==> src/inc/bws_pkg.sv <==
// bws_pkg: constants, offsets and carrier types for the window setup and
// translation register bank.
// assumes: one clock domain, config and csr offsets are byte addresses.
package bws_pkg;

    // ------------------------------------------------------------------
    // configuration space offsets (same on primary and secondary side)
    // ------------------------------------------------------------------
    localparam logic [11:0] OFS_DS_MEM0_XLAT = 12'h094;
    localparam logic [11:0] OFS_DS_MEM2_XLAT = 12'h09c;
    localparam logic [11:0] OFS_DS_MEM3_XLAT = 12'h0a0;
    localparam logic [11:0] OFS_US_MEM1_XLAT = 12'h0a8;
    localparam logic [11:0] OFS_DS_IOM1_SETUP = 12'h0b0;
    localparam logic [11:0] OFS_US_IOM0_SETUP = 12'h0c4;
    localparam logic [11:0] OFS_UNMAPPED = 12'hfff;

    // ------------------------------------------------------------------
    // csr space offsets of the translated bases
    // ------------------------------------------------------------------
    localparam logic [11:0] CSR_DS_MEM0_XLAT = 12'h068;
    localparam logic [11:0] CSR_DS_MEM2_XLAT = 12'h070;
    localparam logic [11:0] CSR_DS_MEM3_XLAT = 12'h074;
    localparam logic [11:0] CSR_US_MEM1_XLAT = 12'h07c;

    // ------------------------------------------------------------------
    // field layout, write masks and reset values
    // ------------------------------------------------------------------
    localparam logic [31:0] XLAT_WMASK = 32'hffff_f000;
    localparam logic [31:0] SETUP_WMASK = 32'hffff_ffcf;
    localparam logic [31:0] XLAT_RST = 32'h0000_0000;
    localparam logic [31:0] SETUP_RST = 32'h0000_0000;
    localparam int SETUP_IO_BIT = 0;
    localparam int SETUP_TYPE_LO = 1;
    localparam int SETUP_TYPE_HI = 2;
    localparam int SETUP_PREF_BIT = 3;
    localparam int SETUP_SIZE_LO = 6;
    localparam int SETUP_SIZE_HI = 30;
    localparam int SETUP_EN_BIT = 31;

    // ------------------------------------------------------------------
    // carrier types
    // ------------------------------------------------------------------
    typedef enum logic [1:0] {SRC_PRI, SRC_SEC, SRC_CSR} bws_src_e;

    typedef struct packed {
        logic valid;
        logic write;
        logic [11:0] addr;
        logic [3:0] be;
        logic [31:0] wdata;
    } bws_req_s;

    typedef struct packed {
        logic valid;
        logic [31:0] rdata;
    } bws_rsp_s;

    typedef struct packed {
        logic valid;
        bws_src_e src;
        logic write;
        logic [11:0] ofs;
        logic [3:0] be;
        logic [31:0] wdata;
    } bws_acc_s;

    typedef struct packed {
        logic valid;
        logic sel;
        logic [31:0] data;
    } bws_rom_s;

    typedef struct packed {
        logic valid;
        logic [1:0] win;
        logic [31:0] addr;
    } bws_fwd_s;

    typedef struct packed {
        logic enable;
        logic io_space;
        logic [1:0] place;
        logic prefetch;
        logic [31:0] bar_mask;
    } bws_win_cfg_s;

    typedef struct packed {
        logic [3:0][31:0] xlat;
        logic [1:0][31:0] setup;
        logic [2:0] rvalid;
        logic [31:0] rdata;
    } bws_top_st_s;

    // byte-lane merge of a write into a register, then the writable mask
    function automatic logic [31:0] bws_merge(input logic [31:0] old, input logic [31:0] wd,
                                              input logic [3:0] be, input logic [31:0] wmask);
        logic [31:0] res;
        res = old;
        for (int i = 0; i < 4; i++) begin
            if (be[i]) begin
                res[i*8 +: 8] = wd[i*8 +: 8];
            end
        end
        return res & wmask;
    endfunction

endpackage

==> src/bws_arb.sv <==
// bws_arb: picks one of the primary, secondary and csr register accesses.
// assumes: requesters hold their request until their ready is seen high.
`timescale 1ns/1ps
`default_nettype none

module bws_arb
    import bws_pkg::*;
(
    input wire bws_pkg::bws_req_s pri_req,
    input wire bws_pkg::bws_req_s sec_req,
    input wire bws_pkg::bws_req_s csr_req,
    output bws_pkg::bws_acc_s acc,
    output logic pri_rdy,
    output logic sec_rdy,
    output logic csr_rdy
);
    import bws_pkg::*;

    // ------------------------------------------------------------------
    // csr offset folding
    // ------------------------------------------------------------------
    // csr aliases land on the config offset so one decoder serves all
    function automatic logic [11:0] csr_to_cfg(input logic [11:0] a);
        unique case (a)
            CSR_DS_MEM0_XLAT: return OFS_DS_MEM0_XLAT;
            CSR_DS_MEM2_XLAT: return OFS_DS_MEM2_XLAT;
            CSR_DS_MEM3_XLAT: return OFS_DS_MEM3_XLAT;
            CSR_US_MEM1_XLAT: return OFS_US_MEM1_XLAT;
            default: return OFS_UNMAPPED;
        endcase
    endfunction

    // ------------------------------------------------------------------
    // fixed priority: primary, then secondary, then csr
    // ------------------------------------------------------------------
    // fixed priority is enough: config cycles are rare and each takes one clock
    always_comb begin
        acc = '0;
        pri_rdy = pri_req.valid;
        sec_rdy = sec_req.valid && !pri_req.valid;
        csr_rdy = csr_req.valid && !pri_req.valid && !sec_req.valid;
        if (pri_rdy) begin
            acc = '{valid: 1'b1, src: SRC_PRI, write: pri_req.write, ofs: pri_req.addr,
                    be: pri_req.be, wdata: pri_req.wdata};
        end else if (sec_rdy) begin
            acc = '{valid: 1'b1, src: SRC_SEC, write: sec_req.write, ofs: sec_req.addr,
                    be: sec_req.be, wdata: sec_req.wdata};
        end else if (csr_rdy) begin
            acc = '{valid: 1'b1, src: SRC_CSR, write: csr_req.write, ofs: csr_to_cfg(csr_req.addr),
                    be: csr_req.be, wdata: csr_req.wdata};
        end
    end

endmodule
`default_nettype wire

==> src/bws_xlat.sv <==
// bws_xlat: swaps the window base of a forwarded address for the translated base.
// assumes: the window hit is decided outside; win_mask is the window's writable bar bits.
`timescale 1ns/1ps
`default_nettype none

module bws_xlat
    import bws_pkg::*;
(
    input wire logic clk,
    input wire logic rst_n,
    input wire bws_pkg::bws_fwd_s fwd_in,
    input wire logic [3:0][31:0] translated_base_field,
    input wire logic [3:0][31:0] win_mask,
    output bws_pkg::bws_fwd_s fwd_out
);
    import bws_pkg::*;

    bws_fwd_s st;
    bws_fwd_s next_st;
    logic [31:0] eff_mask;

    // ------------------------------------------------------------------
    // address substitution
    // ------------------------------------------------------------------
    // only base bits that the bar can hold take part; the rest are ignored
    assign eff_mask = win_mask[fwd_in.win] & XLAT_WMASK;

    always_comb begin
        next_st = '0;
        if (fwd_in.valid) begin
            next_st.valid = 1'b1;
            next_st.win = fwd_in.win;
            // offset inside the window passes through untouched
            next_st.addr = (translated_base_field[fwd_in.win] & eff_mask) | (fwd_in.addr & ~eff_mask);
        end
    end

    always_ff @(posedge clk or negedge rst_n) begin
        if (!rst_n) begin
            st <= '0;
        end else begin
            st <= next_st;
        end
    end

    assign fwd_out = st;

    // ------------------------------------------------------------------
    // checks
    // ------------------------------------------------------------------
    a_xlat_out_timing: assert property (@(posedge clk) disable iff (!rst_n)
        fwd_in.valid |=> fwd_out.valid && fwd_out.win == $past(fwd_in.win))
        else $error("translated address not issued one cycle after request");

    a_xlat_offset_kept: assert property (@(posedge clk) disable iff (!rst_n)
        fwd_in.valid |=> (fwd_out.addr & ~$past(eff_mask)) == ($past(fwd_in.addr) & ~$past(eff_mask)))
        else $error("window offset changed by translation");

    a_xlat_field_used: assert property (@(posedge clk) disable iff (!rst_n)
        fwd_in.valid |=> (fwd_out.addr & $past(eff_mask)) ==
            ($past(translated_base_field[fwd_in.win]) & $past(eff_mask)))
        else $error("translated base bits not taken from base register");

    c_xlat_forward: cover property (@(posedge clk) disable iff (!rst_n) fwd_in.valid ##1 fwd_out.valid);

endmodule
`default_nettype wire

==> src/bws_top.sv <==
// bws_top: translated-base and i/o-or-memory setup registers of the bridge windows,
// plus address translation for forwarded memory transactions.
// assumes: config cycles arrive already decoded to the function's offset;
// the serial rom loader and the local processor finish before host enumeration.
`timescale 1ns/1ps
`default_nettype none

module bws_top
    import bws_pkg::*;
(
    input wire logic clk,
    input wire logic rst_n,
    input wire bws_pkg::bws_req_s pri_req,
    input wire bws_pkg::bws_req_s sec_req,
    input wire bws_pkg::bws_req_s csr_req,
    output logic pri_rdy,
    output logic sec_rdy,
    output logic csr_rdy,
    output bws_pkg::bws_rsp_s pri_rsp,
    output bws_pkg::bws_rsp_s sec_rsp,
    output bws_pkg::bws_rsp_s csr_rsp,
    input wire bws_pkg::bws_rom_s rom_ld,
    input wire bws_pkg::bws_fwd_s fwd_in,
    input wire logic [3:0][31:0] win_mask,
    output bws_pkg::bws_fwd_s fwd_out,
    output bws_pkg::bws_win_cfg_s [1:0] win_cfg
);
    import bws_pkg::*;

    // ------------------------------------------------------------------
    // declarations
    // ------------------------------------------------------------------
    bws_top_st_s st;
    bws_top_st_s next_st;
    bws_acc_s acc;
    logic [2:0] xlat_idx;
    logic [1:0] setup_idx;
    logic [3:0][31:0] translated_base_field;

    // ------------------------------------------------------------------
    // decode helpers
    // ------------------------------------------------------------------
    // {hit, index} of a translated-base register, one decode for all three spaces
    function automatic logic [2:0] xlat_decode(input logic [11:0] ofs);
        unique case (ofs)
            OFS_DS_MEM0_XLAT: return 3'b100;
            OFS_DS_MEM2_XLAT: return 3'b101;
            OFS_DS_MEM3_XLAT: return 3'b110;
            OFS_US_MEM1_XLAT: return 3'b111;
            default: return 3'b000;
        endcase
    endfunction

    // {hit, index} of a setup register; window 1 downstream is index 0
    function automatic logic [1:0] setup_decode(input logic [11:0] ofs);
        unique case (ofs)
            OFS_DS_IOM1_SETUP: return 2'b10;
            OFS_US_IOM0_SETUP: return 2'b11;
            default: return 2'b00;
        endcase
    endfunction

    // ------------------------------------------------------------------
    // access arbitration
    // ------------------------------------------------------------------
    bws_arb u_arb (
        .pri_req(pri_req),
        .sec_req(sec_req),
        .csr_req(csr_req),
        .acc(acc),
        .pri_rdy(pri_rdy),
        .sec_rdy(sec_rdy),
        .csr_rdy(csr_rdy)
    );

    assign xlat_idx = xlat_decode(acc.ofs);
    assign setup_idx = setup_decode(acc.ofs);

    // ------------------------------------------------------------------
    // register file next state
    // ------------------------------------------------------------------
    // setup writes come from the secondary (local processor) side or the rom
    // loader only; the host sees them read-only so it cannot resize a live bar
    always_comb begin
        next_st = st;
        next_st.rvalid = '0;
        if (acc.valid && acc.write && xlat_idx[2]) begin
            // low 12 bits dropped on write, full upper field kept
            next_st.xlat[xlat_idx[1:0]] = bws_merge(st.xlat[xlat_idx[1:0]], acc.wdata, acc.be,
                                                    XLAT_WMASK);
        end
        if (acc.valid && acc.write && setup_idx[1] && acc.src == SRC_SEC) begin
            // reserved bits 5:4 never stored
            next_st.setup[setup_idx[0]] = bws_merge(st.setup[setup_idx[0]], acc.wdata, acc.be,
                                                    SETUP_WMASK);
        end
        if (rom_ld.valid) begin
            // rom load wins a same-cycle clash: it is the power-up image
            next_st.setup[rom_ld.sel] = rom_ld.data & SETUP_WMASK;
        end
        if (acc.valid && !acc.write) begin
            next_st.rvalid[acc.src] = 1'b1;
            if (xlat_idx[2]) begin
                next_st.rdata = st.xlat[xlat_idx[1:0]];
            end else if (setup_idx[1]) begin
                next_st.rdata = st.setup[setup_idx[0]];
            end else begin
                next_st.rdata = '0; // unmapped offset reads zero
            end
        end
    end

    // setup fields clear to zero so every window starts disabled
    always_ff @(posedge clk or negedge rst_n) begin
        if (!rst_n) begin
            st.xlat <= {4{XLAT_RST}};
            st.setup <= {2{SETUP_RST}};
            st.rvalid <= '0;
            st.rdata <= '0;
        end else begin
            st <= next_st;
        end
    end

    // ------------------------------------------------------------------
    // read answers
    // ------------------------------------------------------------------
    // one shared data register: only one port is granted per cycle
    assign pri_rsp = '{valid: st.rvalid[SRC_PRI], rdata: st.rdata};
    assign sec_rsp = '{valid: st.rvalid[SRC_SEC], rdata: st.rdata};
    assign csr_rsp = '{valid: st.rvalid[SRC_CSR], rdata: st.rdata};

    // ------------------------------------------------------------------
    // window configuration decode for the bar logic
    // ------------------------------------------------------------------
    // type, prefetch and size are passed as stored while bit 31 enables the window; software keeps them legal,
    // nothing here checks type codes, prefetch on i/o or i/o size limits
    always_comb begin
        for (int w = 0; w < 2; w++) begin
            win_cfg[w].enable = st.setup[w][SETUP_EN_BIT];
            win_cfg[w].io_space = st.setup[w][SETUP_EN_BIT] && st.setup[w][SETUP_IO_BIT];
            win_cfg[w].place = st.setup[w][SETUP_EN_BIT] ? st.setup[w][SETUP_TYPE_HI:SETUP_TYPE_LO] : 2'b00;
            win_cfg[w].prefetch = st.setup[w][SETUP_EN_BIT] && st.setup[w][SETUP_PREF_BIT];
            win_cfg[w].bar_mask = '0;
            if (st.setup[w][SETUP_EN_BIT]) begin
                // size bit one: bar bit writable; zero: read-only zero
                win_cfg[w].bar_mask[SETUP_EN_BIT] = 1'b1;
                win_cfg[w].bar_mask[SETUP_SIZE_HI:SETUP_SIZE_LO] = st.setup[w][SETUP_SIZE_HI:SETUP_SIZE_LO];
            end
        end
    end

    // ------------------------------------------------------------------
    // translation of forwarded memory transactions
    // ------------------------------------------------------------------
    assign translated_base_field = st.xlat;

    bws_xlat u_xlat (
        .clk(clk),
        .rst_n(rst_n),
        .fwd_in(fwd_in),
        .translated_base_field(translated_base_field),
        .win_mask(win_mask),
        .fwd_out(fwd_out)
    );

    // ------------------------------------------------------------------
    // checks
    // ------------------------------------------------------------------
    a_xlat_low_zero: assert property (@(posedge clk) disable iff (!rst_n)
        st.xlat[0][11:0] == 12'h000 && st.xlat[1][11:0] == 12'h000 &&
        st.xlat[2][11:0] == 12'h000 && st.xlat[3][11:0] == 12'h000)
        else $error("translated base low bits not zero");

    a_xlat_write_store: assert property (@(posedge clk) disable iff (!rst_n)
        acc.valid && acc.write && acc.be == 4'hf && xlat_idx[2] && !(rom_ld.valid && 1'b0)
        |=> st.xlat[$past(xlat_idx[1:0])] == ($past(acc.wdata) & XLAT_WMASK))
        else $error("translated base field not stored");

    a_csr_alias_read: assert property (@(posedge clk) disable iff (!rst_n)
        csr_rdy && !csr_req.write && csr_req.addr == CSR_DS_MEM0_XLAT
        |=> csr_rsp.valid && csr_rsp.rdata == $past(st.xlat[0]))
        else $error("csr alias does not return the translated base");

    a_host_setup_locked: assert property (@(posedge clk) disable iff (!rst_n)
        acc.valid && acc.write && acc.src == SRC_PRI && setup_idx[1] && !rom_ld.valid
        |=> $stable(st.setup))
        else $error("host write changed a setup register");

    a_setup_io_select: assert property (@(posedge clk) disable iff (!rst_n)
        rom_ld.valid |=> win_cfg[$past(rom_ld.sel)].io_space ==
            ($past(rom_ld.data[SETUP_EN_BIT]) && $past(rom_ld.data[SETUP_IO_BIT])))
        else $error("space select does not follow setup bit 0");

    a_setup_rsvd_zero: assert property (@(posedge clk) disable iff (!rst_n)
        acc.valid && !acc.write && setup_idx[1] |=> st.rdata[5:4] == 2'b00)
        else $error("setup reserved bits read nonzero");

    a_bar_mask_size: assert property (@(posedge clk) disable iff (!rst_n)
        rom_ld.valid && rom_ld.data[SETUP_EN_BIT]
        |=> win_cfg[$past(rom_ld.sel)].bar_mask[SETUP_SIZE_HI:SETUP_SIZE_LO] ==
            $past(rom_ld.data[SETUP_SIZE_HI:SETUP_SIZE_LO]))
        else $error("bar writable mask does not follow size field");

    a_disabled_bar_zero: assert property (@(posedge clk) disable iff (!rst_n)
        !win_cfg[0].enable |-> win_cfg[0].bar_mask == 32'h0000_0000 && !win_cfg[0].io_space)
        else $error("disabled window still exposes bar bits");

    a_reset_setup_clear: assert property (@(posedge clk)
        $rose(rst_n) |-> st.setup[0] == SETUP_RST && st.setup[1] == SETUP_RST)
        else $error("setup not cleared by reset");

    c_rom_enable: cover property (@(posedge clk) disable iff (!rst_n)
        rom_ld.valid ##1 win_cfg[rom_ld.sel].enable);
    c_csr_write: cover property (@(posedge clk) disable iff (!rst_n)
        csr_rdy && csr_req.write);
    c_three_way: cover property (@(posedge clk) disable iff (!rst_n)
        pri_req.valid && sec_req.valid && csr_req.valid);

endmodule
`default_nettype wire

==> config.mk <==
export PLATFORM = sky130hd
export DESIGN_NAME = bws_top
export DESIGN_NICKNAME = d
export VERILOG_FILES = /design/src/inc/bws_pkg.sv /design/src/bws_arb.sv /design/src/bws_xlat.sv /design/src/bws_top.sv
export SDC_FILE = /design/constraint.sdc
export NUM_CORES = 1
export LEC_CHECK = 0
export BUFFER_PORTS_ARGS = -buffer_cell sky130_fd_sc_hd__buf_2
export CAP_MARGIN = 5
export CORE_AREA = 2 2 218 220
export DETAILED_ROUTE_END_ITERATION = 12
export DIE_AREA = 0 0 220 222
export REMOVE_ABC_BUFFERS = 1
export SYNTH_ARGS = -nofsm -noshare
export SYNTH_HDL_FRONTEND = slang
export SYNTH_SLANG_ARGS = --single-unit
==> constraint.sdc <==
create_clock -name clk -period 1.3 [get_ports clk]
set_input_delay 0.26 -clock clk [delete_from_list [all_inputs] [get_ports clk]]
set_output_delay 0.26 -clock clk [all_outputs]
set_load 0.02 [all_outputs]
==> metrics.md <==
| Metric | Value |
|---|---|
| Status | `finished with violations` |
| Failing checks | `negative setup slack` |
| CTS Buf Count | `28` |
| Worst-Margin Slew | `approximately 550 ps` |
| Cell depth of the worst hold path | `2` |
| Die X | `between 200 and 250 µm` |
| Top post-synthesis cells by count | `dfrtp_1, nand2_1, buf_4` |
| CTS clock-pin slew for the worst setup and hold paths | `60 ps` |
| Wirelength, routed | `between 60 and 70 mm` |
| GR peak layer | `met2` |
| Final WS setup | `-786 ps` |
| Detail Placement HPWL | `between 40 and 50 mm` |
| Pins Over Slew Limit | `0` |
| Core Area | `between 40000 and 50000 µm²` |
| Final antenna-violating net count | `0` |
| Top FF cell, synth | `dfrtp_1` |
| RSZ-0062 raised after global routing | `true` |
| Initial antenna violation count | `3` |
| CTS Sinks | `214` |
| Total grt overflow | `0` |
| Worst Skew | `roughly 8.2 ps` |
| H-Tree Depth | `1` |
| Initial DRC count | `approximately 1100` |
| Clk_lat worst skew | `roughly 560 ps` |
| Final hold vios | `0` |
| Post-synth ARST share | `100%` |
| Fmax | `479 MHz` |
| Wirelength per Cell | `24.2 µm` |
| GRT met2 Usage | `43.8%` |
| #FFs+latches synth | `214` |
| DRC | `0` |
| R2r endpoint | `st[162]` |
| CP Capture Type | `register` |
| Arrival time of the worst setup path | `2540 ps` |
| Cells after Synth | `1419` |
| Seq/Total Area, Yosys | `between 30% and 40%` |
| P per Cell Area | `approximately 1100 nW/µm²` |
| Biggest area consumer among synthesized cells | `dfrtp_1` |
| Post-synth EDFFs | `0` |
| Total Power | `between 20 and 25 mW` |
| Worst hold path class | `input pin to register` |
| Slew headroom | `63.1%` |
| CTS tree | `done` |
| NumNets Final | `2359` |
| Fin Hold WS | `51.6 ps` |
| Crit-path max FO | `6` |
| Vias in the first global route | `14700` |
| Final Wtd Congestion | `0.891` |
| Layout cells sized above 1 | `48.8%` |
| TritonRoute pass-1 iters | `5` |
| Fin crit share | `160%` |
| Count leader, synth | `dfrtp_1` |
| R2R setup slack | `-60 ps` |
| Largest net degree at the start of global routing | `53` |
| Clock Tree Buf Depth | `3` |
| Max-cap violation count | `0` |
| Synthesized area per cell | `9.65 µm²` |
| # IOs | `560` |
| First-pass GRT wire length | `92.4 mm` |
| Pleak | `9.64 nW` |
| DR vias/cell | `between 5 and 6` |
| Critical Path RT | `1750 ps` |
| Minimum clock period | `2090 ps` |
| Area growth, synth to finish | `54.4%` |
| Top cells by area, synth | `dfrtp_1, buf_4, mux2i_1` |
| Startpoint types | `input pin` |
| Die ar. | `48800 µm²` |
| Yosys warnings | `0` |
| Post-synth cell types | `a little over 60` |
| Met1 usage | `31.5%` |
| Crit Reg-Reg Startpoint | `st[226]` |
| Initial Util | `29.6%` |
| Port bufs | `491` |
| Hold EP | `u_xlat.fwd_out[34]` |
| Die H | `222 µm` |
| Met3 usage | `about 4.6%` |
| # setup viols final | `374` |
| Vias | `14300` |
| Ant. Diodes | `0` |
| Root buffer cell | `clkbuf_16` |
| Worst r2r path cells | `4` |
| Tot GR Track Use | `25.3%` |
| Top cell type's share of synthesized area | `~39%` |
| VDD IR max | `1.12 mV` |
| Kind of critical path | `input pin to register` |
| Syn Std Cell Area | `~14000 µm²` |
| Row cnt | `79` |
| Setup WS pre-CTS | `-1490 ps` |
| Hold path start | `fwd_in[34]` |
cell families after synthesis:
logic type	synth area share, %
xor+xnor	0.128
flops	39.1
compound gates	25.7
buf+inv	10.9
simple gates	13.3
other cells	0.0274
mux	10.8
worst max-delay path, cell delays in order:
cell       delay (ps)
buf_6              90
or3b_4            300
clkinv_4           70
a222oi_1          380
a211o_1           240
nor3_2             60
buf_4             140
o21ai_4           340
clkbuf_16         270
a211oi_4           90
o31ai_1           270
report_power, final:
part	leakage, nW	internal, mW	total (mW)	switching [mW]
Clock	0.499	5.48	8.73	3.25
Sequential	2.80	7.30	8.09	0.797
Combinational	6.34	2.98	6.86	3.88
Total	9.64	15.8	23.7	7.92
sequential cells by signal, indices dropped and copies added, names as in the netlist:
register and count:
csr_rsp 33, win_cfg 2, u_xlat.fwd_out 35, st 142, sec_rsp 1, pri_rsp 1
cell type report:
class | count | area, µm²
multi-input cells | 944 | 8190
clock inverters | 11 | 216
fillers | 4345 | 25100
well taps | 607 | 759
repair buffers | 778 | 5650
flip-flops and latches | 214 | 5360
inverters | 44 | 170
clock buffers | 39 | 803
worst max path at each step:
stage	start	end	slack, ps	cells past startpoint
2_1_floorplan	csr_req[47]	st[79]	-3030	7
5_1_grt	pri_req[49]	csr_rsp[14]	-870	13
6_report	csr_req[49]	st[193]	-790	11
3_3_place_gp	pri_req[49]	st[219]	-1440	10
3_5_place_dp	pri_req[49]	csr_rsp[13]	-1490	11
4_1_cts	csr_req[47]	st[119]	-720	12
metrics by stage:
| step | cells | utilization, % | cell area (µm²) | TNS (ps) |
|---|---|---|---|---|
| detailed placement | 2488 | 38.0 | 17600 | -245660 |
| finish | 2637 | 45.7 | 21100 | -165300 |
| global route | 2637 | 45.7 | 21100 | -192330 |
| global placement | 2488 | 38.0 | 17600 | -238070 |
| CTS | 2632 | 44.9 | 20800 | -162290 |
| floorplan | 1201 | - | 12400 | -422040 |
routing by layer:
metal | part of all wire [%] | wire [µm] | vias to the layer above
li1 | - | - | 6308
met1 | 40 | 25200 | 7138
met2 | 50 | 31900 | 758
met3 | 7.1 | 4510 | 131
met4 | 3.3 | 2120 | 6
met5 | 0.060 | 38 | -
layout by cell type (no fill, tap or decap), types with 25 or more instances in the layout:
cell type,instances
nor2_1,98
buf_12,43
nand2_1,129
dfrtp_1,213
inv_1,42
mux4_2,29
a22oi_1,44
a21oi_1,36
mux2i_1,64
dlygate4sd3_1,55
o21ai_0,25
o31ai_2,27
a211oi_1,34
clkbuf_16,31
and2_1,54
buf_4,157
buf_6,26
o31ai_1,81
buf_2,481
what timing repair did:
| item | CTS | global route |
|---|---|---|
| gates resized for setup | 207 | 75 |
| pin swaps | 49 | 47 |
| hold endpoints to repair | 297 | 0 |
| buffers inserted | 28 | 6 |
| gates cloned | 11 | 1 |
| hold buffers | 55 | 0 |
| endpoints found under the setup margin | 373 | 375 |
Power figures use the tool's default switching activity.
